`src/inc/clk_regs_pkg.sv`:
```
// Constants for the clock, alignment reference and full-scale register group
package clk_regs_pkg;
    // Serial frame layout
    localparam int ADDR_W = 15;
    localparam int HDR_BITS = 16;
    localparam int BYTE_BITS = 8;
    localparam int RW_BIT = 15;
    localparam logic [4:0] HDR_LAST = 5'h0F;
    localparam logic [4:0] BYTE_LAST = 5'h07;
    // Byte addresses
    localparam logic [14:0] ADDR_DELAY_CTRL = 15'h0029;
    localparam logic [14:0] ADDR_CLOCK_INPUT_CONTROL = 15'h002A;
    localparam logic [14:0] ADDR_SUPPLY_NOISE_CONTROL = 15'h002B;
    localparam logic [14:0] ADDR_EDGE_POS_B0 = 15'h002C;
    localparam logic [14:0] ADDR_EDGE_POS_B1 = 15'h002D;
    localparam logic [14:0] ADDR_EDGE_POS_B2 = 15'h002E;
    localparam logic [14:0] ADDR_FULLSCALE_B0 = 15'h0030;
    localparam logic [14:0] ADDR_FULLSCALE_B1 = 15'h0031;
    // Reset values
    localparam logic [7:0] RST_DELAY_CTRL = 8'h80;
    localparam logic [7:0] RST_CLOCK_INPUT_CONTROL = 8'h00;
    localparam logic [7:0] RST_SUPPLY_NOISE_CONTROL = 8'h10;
    localparam logic [23:0] RST_EDGE_POS = 24'h000000;
    localparam logic [15:0] RST_FULLSCALE = 16'hA000;
    // Field positions
    localparam int POS_ALIGNREF_INVERT = 0;
    localparam int POS_ALIGNREF_PECL = 1;
    localparam int POS_DEVCLOCK_PECL = 2;
    localparam int POS_CLOCK_RAIL_NS = 0;
    localparam int POS_QUIET_RAIL_NS = 2;
    localparam int POS_FINE_STEPS = 4;
    localparam int DELAY_SEL_MSB = 3;
    localparam int DELAY_SEL_W = 4;
    localparam int EDGE_POS_W = 24;
    localparam int FULLSCALE_W = 16;
endpackage : clk_regs_pkg

```
`src/inc/cfg_bus_if.sv`:
```
// Byte-wide register access between serial engine and register bank
`timescale 1ns/1ps
interface cfg_bus_if;
    logic wr;
    logic rd;
    logic [14:0] addr;
    logic [7:0] wdata;
    logic [7:0] rdata;
    modport engine (output wr, output rd, output addr, output wdata, input rdata);
    modport bank (input wr, input rd, input addr, input wdata, output rdata);
endinterface : cfg_bus_if

```
`src/core/serial_cfg_port.sv`:
```
// Serial configuration port engine, oversampled on the system clock
`timescale 1ns/1ps
module serial_cfg_port
    import clk_regs_pkg::*;
(
    input wire logic i_clk,
    input wire logic i_rstn,
    input wire logic i_sclk,
    input wire logic i_cs_n,
    input wire logic i_sdi,
    output logic o_sdo,
    output logic o_sdo_oe,
    cfg_bus_if.engine bus
);
    typedef enum logic [1:0] {
        ST_IDLE = 2'b00,
        ST_HEADER = 2'b01,
        ST_DATA = 2'b11
    } phase_t;

    typedef struct packed {
        logic [2:0] sclk_s;
        logic [1:0] cs_s;
        logic [1:0] sdi_s;
        phase_t phase;
        logic [4:0] cnt;
        logic [15:0] hdr;
        logic [7:0] sh_in;
        logic [7:0] sh_out;
        logic is_read;
        logic [14:0] addr;
        logic [7:0] wdata;
        logic wr;
        logic rd;
        logic sdo;
        logic sdo_oe;
    } port_state_t;

    port_state_t q;
    port_state_t d;
    logic rise;
    logic fall;
    logic [15:0] nh;
    logic [7:0] nb;

    ////////////////////////////////////////////////////////////////////////
    always_comb begin
        d = q;
        d.sclk_s = {q.sclk_s[1:0], i_sclk};
        // Select kept active high so the reset value reads as deselected
        d.cs_s = {q.cs_s[0], ~i_cs_n};
        d.sdi_s = {q.sdi_s[0], i_sdi};
        d.wr = 1'b0;
        d.rd = 1'b0;
        rise = q.sclk_s[1] & ~q.sclk_s[2];
        fall = ~q.sclk_s[1] & q.sclk_s[2];
        nh = {q.hdr[14:0], q.sdi_s[1]};
        nb = {q.sh_in[6:0], q.sdi_s[1]};
        if (q.rd) begin
            d.sh_out = bus.rdata;
        end
        if (!q.cs_s[1]) begin
            d.phase = ST_IDLE;
            d.cnt = '0;
            d.sdo_oe = 1'b0;
        end else begin
            unique case (q.phase)
                ST_IDLE: begin
                    d.phase = ST_HEADER;
                    d.cnt = '0;
                end
                ST_HEADER: begin
                    if (rise) begin
                        d.hdr = nh;
                        d.cnt = q.cnt + 5'h01;
                        if (q.cnt == HDR_LAST) begin
                            d.phase = ST_DATA;
                            d.cnt = '0;
                            d.is_read = nh[RW_BIT];
                            d.addr = nh[ADDR_W-1:0];
                            d.rd = nh[RW_BIT];
                            d.sdo_oe = nh[RW_BIT];
                        end
                    end
                end
                ST_DATA: begin
                    if (rise) begin
                        d.sh_in = nb;
                        d.cnt = q.cnt + 5'h01;
                        if (q.cnt == BYTE_LAST) begin
                            d.cnt = '0;
                            d.wr = ~q.is_read;
                            d.wdata = nb;
                            d.addr = q.addr + 15'h0001;
                            d.rd = q.is_read;
                        end
                    end
                    if (fall && q.is_read) begin
                        d.sdo = q.sh_out[7];
                        d.sh_out = {q.sh_out[6:0], 1'b0};
                    end
                end
                default: d.phase = ST_IDLE;
            endcase
        end
    end

    always_ff @(posedge i_clk) begin
        if (!i_rstn) begin
            q <= '0;
        end else begin
            q <= d;
        end
    end

    ////////////////////////////////////////////////////////////////////////
    // Written byte goes to the address held before the increment
    assign bus.wr = q.wr;
    assign bus.rd = q.rd;
    assign bus.addr = q.wr ? q.addr - 15'h0001 : q.addr;
    assign bus.wdata = q.wdata;
    assign o_sdo = q.sdo;
    assign o_sdo_oe = q.sdo_oe;
endmodule : serial_cfg_port

```
`src/core/clock_sysref_range_regs.sv`:
```
// Clock input, alignment reference and full-scale register bank
//
// Behaviour
// - A set invert bit flips the alignment reference before it is used for alignment.
// - Bit 2 of the clock input control register puts the device clock input in PECL mode.
// - Bit 1 of the clock input control register puts the alignment reference input in PECL mode.
// - Bits 0 and 2 of the supply noise register enable clock-rail and quiet-rail suppression.
// - A read-only 24-bit status reports where the reference edge falls against the clock.
// - A 16-bit read-write full-scale code for all channels resets to A000 hex.
// - A 4-bit delay select field in the neighbouring register picks the sampling delay.
// - The fine-steps bit shrinks the windowing delay steps for status and delay select.
`timescale 1ns/1ps
module clock_sysref_range_regs
    import clk_regs_pkg::*;
(
    input wire logic I_CLK,
    input wire logic I_RSTN,
    input wire logic I_SCLK,
    input wire logic I_SCS_N,
    input wire logic I_SDI,
    output logic O_SDO,
    output logic O_SDO_OE,
    input wire logic I_ALIGNREF,
    input wire logic [23:0] I_ALIGNREF_EDGE_POS,
    output logic O_ALIGNREF,
    output logic O_DEVCLOCK_PECL_MODE,
    output logic O_ALIGNREF_PECL_MODE,
    output logic O_QUIET_RAIL_NOISE_SUPPRESS,
    output logic O_CLOCK_RAIL_NOISE_SUPPRESS,
    output logic [3:0] O_ALIGNREF_DELAY_SELECT,
    output logic O_ALIGNREF_FINE_STEPS,
    output logic [15:0] O_FULLSCALE_CODE
);
    typedef struct packed {
        logic [7:0] delay_ctrl;
        logic [7:0] clock_input_control;
        logic [7:0] supply_noise_control;
        logic [23:0] pos_s1;
        logic [23:0] alignref_edge_status;
        logic [15:0] fullscale_code;
        logic [1:0] ref_s;
        logic alignref;
    } bank_state_t;

    localparam bank_state_t BANK_RST = '{
        delay_ctrl: RST_DELAY_CTRL,
        clock_input_control: RST_CLOCK_INPUT_CONTROL,
        supply_noise_control: RST_SUPPLY_NOISE_CONTROL,
        pos_s1: RST_EDGE_POS,
        alignref_edge_status: RST_EDGE_POS,
        fullscale_code: RST_FULLSCALE,
        ref_s: 2'h0,
        alignref: 1'b0
    };

    bank_state_t q;
    bank_state_t d;
    cfg_bus_if bus ();

    ////////////////////////////////////////////////////////////////////////
    serial_cfg_port u_port (
        .i_clk(I_CLK),
        .i_rstn(I_RSTN),
        .i_sclk(I_SCLK),
        .i_cs_n(I_SCS_N),
        .i_sdi(I_SDI),
        .o_sdo(O_SDO),
        .o_sdo_oe(O_SDO_OE),
        .bus(bus)
    );

    ////////////////////////////////////////////////////////////////////////
    function automatic logic [7:0] read_byte(input logic [14:0] a, input bank_state_t s);
        logic [7:0] r;
        r = 8'h00;
        unique case (a)
            ADDR_DELAY_CTRL: r = s.delay_ctrl;
            ADDR_CLOCK_INPUT_CONTROL: r = s.clock_input_control;
            ADDR_SUPPLY_NOISE_CONTROL: r = s.supply_noise_control;
            ADDR_EDGE_POS_B0: r = s.alignref_edge_status[7:0];
            ADDR_EDGE_POS_B1: r = s.alignref_edge_status[15:8];
            ADDR_EDGE_POS_B2: r = s.alignref_edge_status[23:16];
            ADDR_FULLSCALE_B0: r = s.fullscale_code[7:0];
            ADDR_FULLSCALE_B1: r = s.fullscale_code[15:8];
            default: r = 8'h00;
        endcase
        return r;
    endfunction : read_byte

    assign bus.rdata = read_byte(bus.addr, q);

    ////////////////////////////////////////////////////////////////////////
    always_comb begin
        d = q;
        // Measurement is quasi-static; double registered before use
        d.pos_s1 = I_ALIGNREF_EDGE_POS;
        d.alignref_edge_status = q.pos_s1;
        d.ref_s = {q.ref_s[0], I_ALIGNREF};
        d.alignref = q.ref_s[1] ^ q.clock_input_control[POS_ALIGNREF_INVERT];
        if (bus.wr) begin
            unique case (bus.addr)
                ADDR_DELAY_CTRL: d.delay_ctrl = bus.wdata;
                ADDR_CLOCK_INPUT_CONTROL: d.clock_input_control = bus.wdata;
                ADDR_SUPPLY_NOISE_CONTROL: d.supply_noise_control = bus.wdata;
                ADDR_FULLSCALE_B0: d.fullscale_code[7:0] = bus.wdata;
                ADDR_FULLSCALE_B1: d.fullscale_code[15:8] = bus.wdata;
                default: d.delay_ctrl = q.delay_ctrl;
            endcase
        end
    end

    always_ff @(posedge I_CLK) begin
        if (!I_RSTN) begin
            q <= BANK_RST;
        end else begin
            q <= d;
        end
    end

    ////////////////////////////////////////////////////////////////////////
    assign O_ALIGNREF = q.alignref;
    assign O_DEVCLOCK_PECL_MODE = q.clock_input_control[POS_DEVCLOCK_PECL];
    assign O_ALIGNREF_PECL_MODE = q.clock_input_control[POS_ALIGNREF_PECL];
    assign O_QUIET_RAIL_NOISE_SUPPRESS = q.supply_noise_control[POS_QUIET_RAIL_NS];
    assign O_CLOCK_RAIL_NOISE_SUPPRESS = q.supply_noise_control[POS_CLOCK_RAIL_NS];
    assign O_ALIGNREF_DELAY_SELECT = q.delay_ctrl[DELAY_SEL_MSB:0];
    assign O_ALIGNREF_FINE_STEPS = q.delay_ctrl[POS_FINE_STEPS];
    assign O_FULLSCALE_CODE = q.fullscale_code;
endmodule : clock_sysref_range_regs

```
`config.mk`:
```
export PLATFORM = sky130hd
export DESIGN_NAME = clock_sysref_range_regs
export DESIGN_NICKNAME = d
export VERILOG_FILES = /design/src/inc/clk_regs_pkg.sv /design/src/inc/cfg_bus_if.sv /design/src/core/serial_cfg_port.sv /design/src/core/clock_sysref_range_regs.sv
export SDC_FILE = /design/constraint.sdc
export NUM_CORES = 1
export LEC_CHECK = 0
export ABC_AREA = 1
export BUFFER_PORTS_ARGS = -buffer_cell sky130_fd_sc_hd__buf_2
export CELL_PAD_IN_SITES_DETAIL_PLACEMENT = 1
export CELL_PAD_IN_SITES_GLOBAL_PLACEMENT = 1
export CORE_MARGIN = 2
export CORE_UTILIZATION = 45
export CTS_BUF_LIST = sky130_fd_sc_hd__clkbuf_4 sky130_fd_sc_hd__clkbuf_8 sky130_fd_sc_hd__clkbuf_16
export CTS_CLUSTER_SIZE = 12
export DETAILED_ROUTE_END_ITERATION = 16
export PLACE_DENSITY_LB_ADDON = 0.1
export REMOVE_ABC_BUFFERS = 1
export SLEW_MARGIN = 5
export SYNTH_ARGS = -nofsm -noshare
export SYNTH_HDL_FRONTEND = slang
export SYNTH_HIERARCHICAL = 1
export SYNTH_SLANG_ARGS = --single-unit
```
`constraint.sdc`:
```
create_clock -name I_CLK -period 4.34 [get_ports I_CLK]
set_input_delay 0.217 -clock I_CLK [delete_from_list [all_inputs] [get_ports I_CLK]]
set_output_delay 0.217 -clock I_CLK [all_outputs]
set_load 0.005 [all_outputs]
```
# Word-level counts from Yosys, hierarchy flattened
# Cells that the tools add are included.
# word_totals
reg_bits,164
inputBits,30
word_cells,95
# classes
add_sub_neg,3
eq_ne,16
n_mux,24
bitwise,8
n_reduce_logical,20
# op_table
cell,count
15-bit by 6-bit == test with 1-bit output (second input constant),8
8-bit one-hot mux with 8 select lines,1
25-bit 2-to-1 mux,2
35-bit 2-to-1 mux,1
16-bit 2-to-1 mux,2
15-bit one-hot mux with 2 select lines,1
8-bit 2-to-1 mux,3
23-bit 2-to-1 mux,1
3-bit AND reduction,6
15-bit by 1-bit adder with 15-bit output (second input constant),1
15-bit 2-to-1 mux,1
5-bit one-hot mux with 3 select lines,1
15-bit by 1-bit subtractor with 15-bit output (second input constant),1
2-bit AND reduction,6
5-bit 2-to-1 mux,2
9-bit 2-to-1 mux,1
2-bit by 1-bit != test with 1-bit output (second input constant),4
4-bit AND reduction,2
7-bit 2-to-1 mux,1
2-bit one-hot mux with 3 select lines,1
6-bit AND reduction,1
5-bit by 1-bit adder with 5-bit output (second input constant),1
5-bit by 3-bit == test with 1-bit output (second input constant),1
5-bit by 4-bit == test with 1-bit output (second input constant),1
12 further kinds,21

# Depth between registers and ports, before layout
# depth
word_depth,8
mapped_depth,22
mapped_depth_nobuf,20

# Cells and area by module
# The synthesis kept the hierarchy.
# by_module_without_submodules
mod,instances,cells_per_inst,area_each_um2,seq_area_each_um2
clock_sysref_range_regs,1,543,3993.8,1821.7
serial_cfg_port,1,578,3782.4,1441.4

# Worst setup path before layout
# No wires, ideal clock.
# synth_timing
kind,reg-to-reg
startpoint,register u_port/q[12] in the netlist's numbering
endpoint,register u_port/q[35] in the netlist's numbering
setup_ns,0.070
arrival_time_ns,2.445
required_ns,4.270
setup_slack_ns,1.826
path_stages_with_launch,23
path_buffers,2
period_less_slack_ns,2.514
path_cell_list,dfxtp_1 -> inv_1 -> ha_1 -> nand4_1 -> nor2_1 -> nand2_1 -> nor2_1 -> nand2_1 -> nand2_1 -> nand2_1 -> nor2_1 -> nand2_1 -> nor2_1 -> buf_4 -> buf_2 -> nand3_1 -> nand2_1 -> nor2_1 -> nand2_1 -> nand2_1 -> o21ai_0 -> o21ai_0 -> a21oi_1
# synth_between
elab_chain_cells,8
elab_cells_between_ends,15
classes_between,add/sub: 1; eq/ne: 8; mux: 6
# synth_rtl
element,line_no,text
from (decl),serial_cfg_port.sv:39,port_state_t q;
from (signal assigned),serial_cfg_port.sv:110,q <= '0;
from (signal assigned),serial_cfg_port.sv:112,q <= d;
15-bit by 1-bit subtractor with 15-bit output *,serial_cfg_port.sv:120,assign bus.addr = q.wr ? q.addr - 15'h0001 : q.addr;
15-bit 2-to-1 mux *,serial_cfg_port.sv:120,
named net bus.addr[12],cfg_bus_if.sv:6,logic [14:0] addr;
15-bit by 6-bit == test with 1-bit output,clock_sysref_range_regs.sv:76,unique case (a)
8-bit one-hot mux with 8 select lines *,clock_sysref_range_regs.sv:76,
named net bus.rdata[7],cfg_bus_if.sv:8,logic [7:0] rdata;
8-bit 2-to-1 mux *,serial_cfg_port.sv:59,if (q.rd) begin
8-bit 2-to-1 mux,serial_cfg_port.sv:98,if (fall && q.is_read) begin
8-bit 2-to-1 mux,serial_cfg_port.sv:67,unique case (q.phase)
35-bit 2-to-1 mux *,serial_cfg_port.sv:62,if (!q.cs_s[1]) begin
# Mark *: on every way through the listed nets, which the timed path passes. The rest lies on a longest branch.
# A chain may end at the register's enable or synchronous reset.

# Worst setup path in the final report
# layout_timing
startpoint,register u_port/q[12] in the netlist's numbering
endpoint,register u_port/q[33] in the netlist's numbering
# Same word-level chain as after synthesis.

==> flow_summary.yaml <==
layout:
  fillerInstances: 2256
  layout.nets: 1183
  drive_gt1_share_pct: 11.9
  multi_input_area_um2: 3590
  syn_to_final_growth_pct: 13.0
  seqCellArea_um2: 3260
  num_antenna_cells: 0
timing:
  rsz0062_at_grt: "no"
  period_share_pct: 71.5
  fin_ws_ps: 1240
  finalHoldViolations: 0
  period_minus_slack_ps: 3100
  max_freq_mhz: 322
  final_max_slew_viol_count: 0
  whs_ps: 283
  skew_ps: 7.74
  tns_ps: 0
  relSlewSlack_pct: 29.0
  final-setup-viol-count: 0
  worstMarginPinSlew_ps: 1060
floorplanning:
  dieArea_um2: 18300
  ioPinCount: 58
  start_util_pct: 45.4
  core_um2: 17100
  die_w_um: 135
  num_rows: 48
  die_h_um: 135
job:
  cap_viol_max_count: 0
clock_tree:
  clk_transition_reported_paths_ps: 70
  cts_max_level: 4
  cts_resized: 0
  cts_buffer_depth: 2
  cts_tree: "built"
  cts.sinks: 163
  numCtsBuffers: 17
  insertion_delay_ps: 430
  ctsHoldBuffers: 28
  post-cts-setup-buffer-count: 0
  root_buffer: "clkbuf_16"
place:
  dp_hpwl_um: 14300
  place_congestion: 0.830
  preCtsSetupSlack_ps: 1290
  io_buffers: 57
synthesis:
  yosys_register_bits: 163
  synth_area_per_cell_um2: 6.94
  yosys_warnings: 6
  synth_area_um2: 7780
  ys_seq_area_share_pct: 42.0
  synth_cell_types: 32
  synthCells: 1121
detailed_routing:
  remaining_drc_errors: 0
  drt_first_iter_violations: 421
  vias: 7159
  detail-route-antenna-nets: 0
  wl_per_cell_um: 15.6
  viasPerCell: 5.16
  drtPass1Iterations: 5
  postRouteWirelength_um: 21600
critical_path:
  cp_slowest_cell: "dfxtp_1"
  cp-end-kind: "register"
  crit_arrival_ps: 3460
  crit_top_cell: "nand2_1"
  critPathMaxStageDelay_ps: 360
  crit_family: "simple AND/OR/NAND/NOR gates"
  cp.required_ps: 4700
  critical_path_class: "reg2reg"
  crit_fanout: 101
  start_kind: "register"
  path_cells: "inv_1 -> ha_1 -> nand4_1 -> nor2_1 -> nand2_1 -> nor2_1 -> nand2_1 -> nand2_1 -> nand2_1 -> nor2_1 -> nand2_1 -> nor2_4 -> buf_12 -> nand3_1 -> nand2_1 -> nor2_1 -> nand2_1 -> nand2_1 -> o21ai_0 -> o21ai_0 -> a21oi_1"
  crit_buf_inv: 2
global_routing:
  grt_max_degree: 102
  antenna_found_initial: 0
  grt_pass1_vias: 6940
  grt_usage_pct: 24.1
  grt_pass1_wl_um: 35200
  grt_remaining_overflow: 0
pwr:
  power.density_nw_per_um2: 355
  leakagePower_nw: 4.14
  vdd_drop_max_uv: 256
hold_path:
  hold_path_class: "in2reg"
run_status:
  status: "completed"
area by class of cell:
class                      instances  area share (%)
sequential                       163            37.2
clock inverter                    14            1.62
clock buffer                      18            5.00
multi-input combinational        755            40.9
tap                              225            3.21
timing repair buffer              88            6.87
inverter                         124            5.30
flip-flops by register name, indices dropped and copies added (netlist names):
| signal | count |
|---|---|
| u_port/nb | 8 |
| u_port/d | 4 |
| q | 40 |
| u_port/bus.rd | 1 |
| u_port/nh | 15 |
| O_FULLSCALE_CODE | 16 |
| O_ALIGNREF_FINE_STEPS | 1 |
| u_port/o_sdo_oe | 1 |
| d | 25 |
| u_port/bus.wdata | 8 |
| u_port/q | 33 |
| O_DEVCLOCK_PECL_MODE | 1 |
| O_ALIGNREF_PECL_MODE | 1 |
| O_ALIGNREF_DELAY_SELECT | 4 |
| u_port/bus.wr | 1 |
| u_port/o_sdo | 1 |
| O_ALIGNREF | 1 |
| O_QUIET_RAIL_NOISE_SUPPRESS | 1 |
| O_CLOCK_RAIL_NOISE_SUPPRESS | 1 |
report_power, final:
part | internal, mW | leakage [nW] | switching, mW
sequential | 1.52 | 1.33 | 0.00906
combinational | 0.0397 | 2.54 | 0.0539
clock | 0.822 | 0.270 | 0.674
total | 2.38 | 4.14 | 0.737
per-layer routing:
metal	routed length, µm	global-route usage, %	vias up
met5	0	0	-
met4	237	6.42	0
met3	589	3.63	20
met2	10200	40.4	110
met1	10600	32.5	3440
li1	-	-	3589
placed cells by master, fill, tap and decap left out, types with 5 or more instances in the layout:
cell type      instances
a211oi_1               7
a21oi_1               61
buf_2                 56
clkbuf_16             17
clkinvlp_4             5
dfxtp_1              163
dlygate4sd3_1         28
inv_1                117
inv_2                  6
nand2_1              270
nand2_2                7
nand3_1              106
nand4_1               38
nor2_1               155
nor2_2                10
nor2_4                 7
nor3_1                12
o21ai_0               47
xor2_1                12
path summary, 6_finish.rpt:
check               startpoint      endpoint  slack, ps  depth (start not counted)
setup reg to reg  u_port/q[12]  u_port/q[33]       1240                         21
setup / recovery  u_port/q[12]  u_port/q[33]       1240                         21
hold reg to reg          d[39]         q[39]        420                          2
hold / removal          I_RSTN         q[90]        280                          2
cells in the mapped netlist, drive strengths merged:
library cell	n	share of area [%]
xnor2	1	0.11
nand4	39	3.2
buf	53	4.7
nor2	174	9.7
nand2	280	14
a211oi	7	0.68
o21bai	1	0.097
ha	4	0.64
dfxtp	163	42
inv	123	5.9
nand3	111	7.6
clkbuf	26	1.3
o21ai	47	3.0
a22o	1	0.11
clkinv	1	0.048
a21oi	63	4.3
xor2	12	1.4
nor3	15	1.2
per-stage QoR:
| stage | cell area [µm²] | utilization, % | std cells | total power, mW |
|---|---|---|---|---|
| 3_5_place_dp | 7920 | 46.3 | 1327 | 1.64 |
| 3_3_place_gp | 7920 | 46.3 | 1327 | 1.63 |
| 6_report | 8780 | 51.3 | 1387 | 3.12 |
| 4_1_cts | 8780 | 51.3 | 1387 | 3.15 |
| 2_1_floorplan | 7310 | - | 1042 | 1.59 |
| 5_1_grt | 8780 | 51.3 | 1387 | 3.23 |
logic make-up (layout without fill, tap and decap cells):
group	count (synthesis)	after routing	share of synthesized area [%]
xor+xnor	13	13	1.46
flops	163	163	42.0
fa+ha+maj	4	4	0.644
compound gates	119	119	8.25
buf+inv	203	244	12.0
simple gates	619	619	35.7
(Power assumes the default switching activity.)
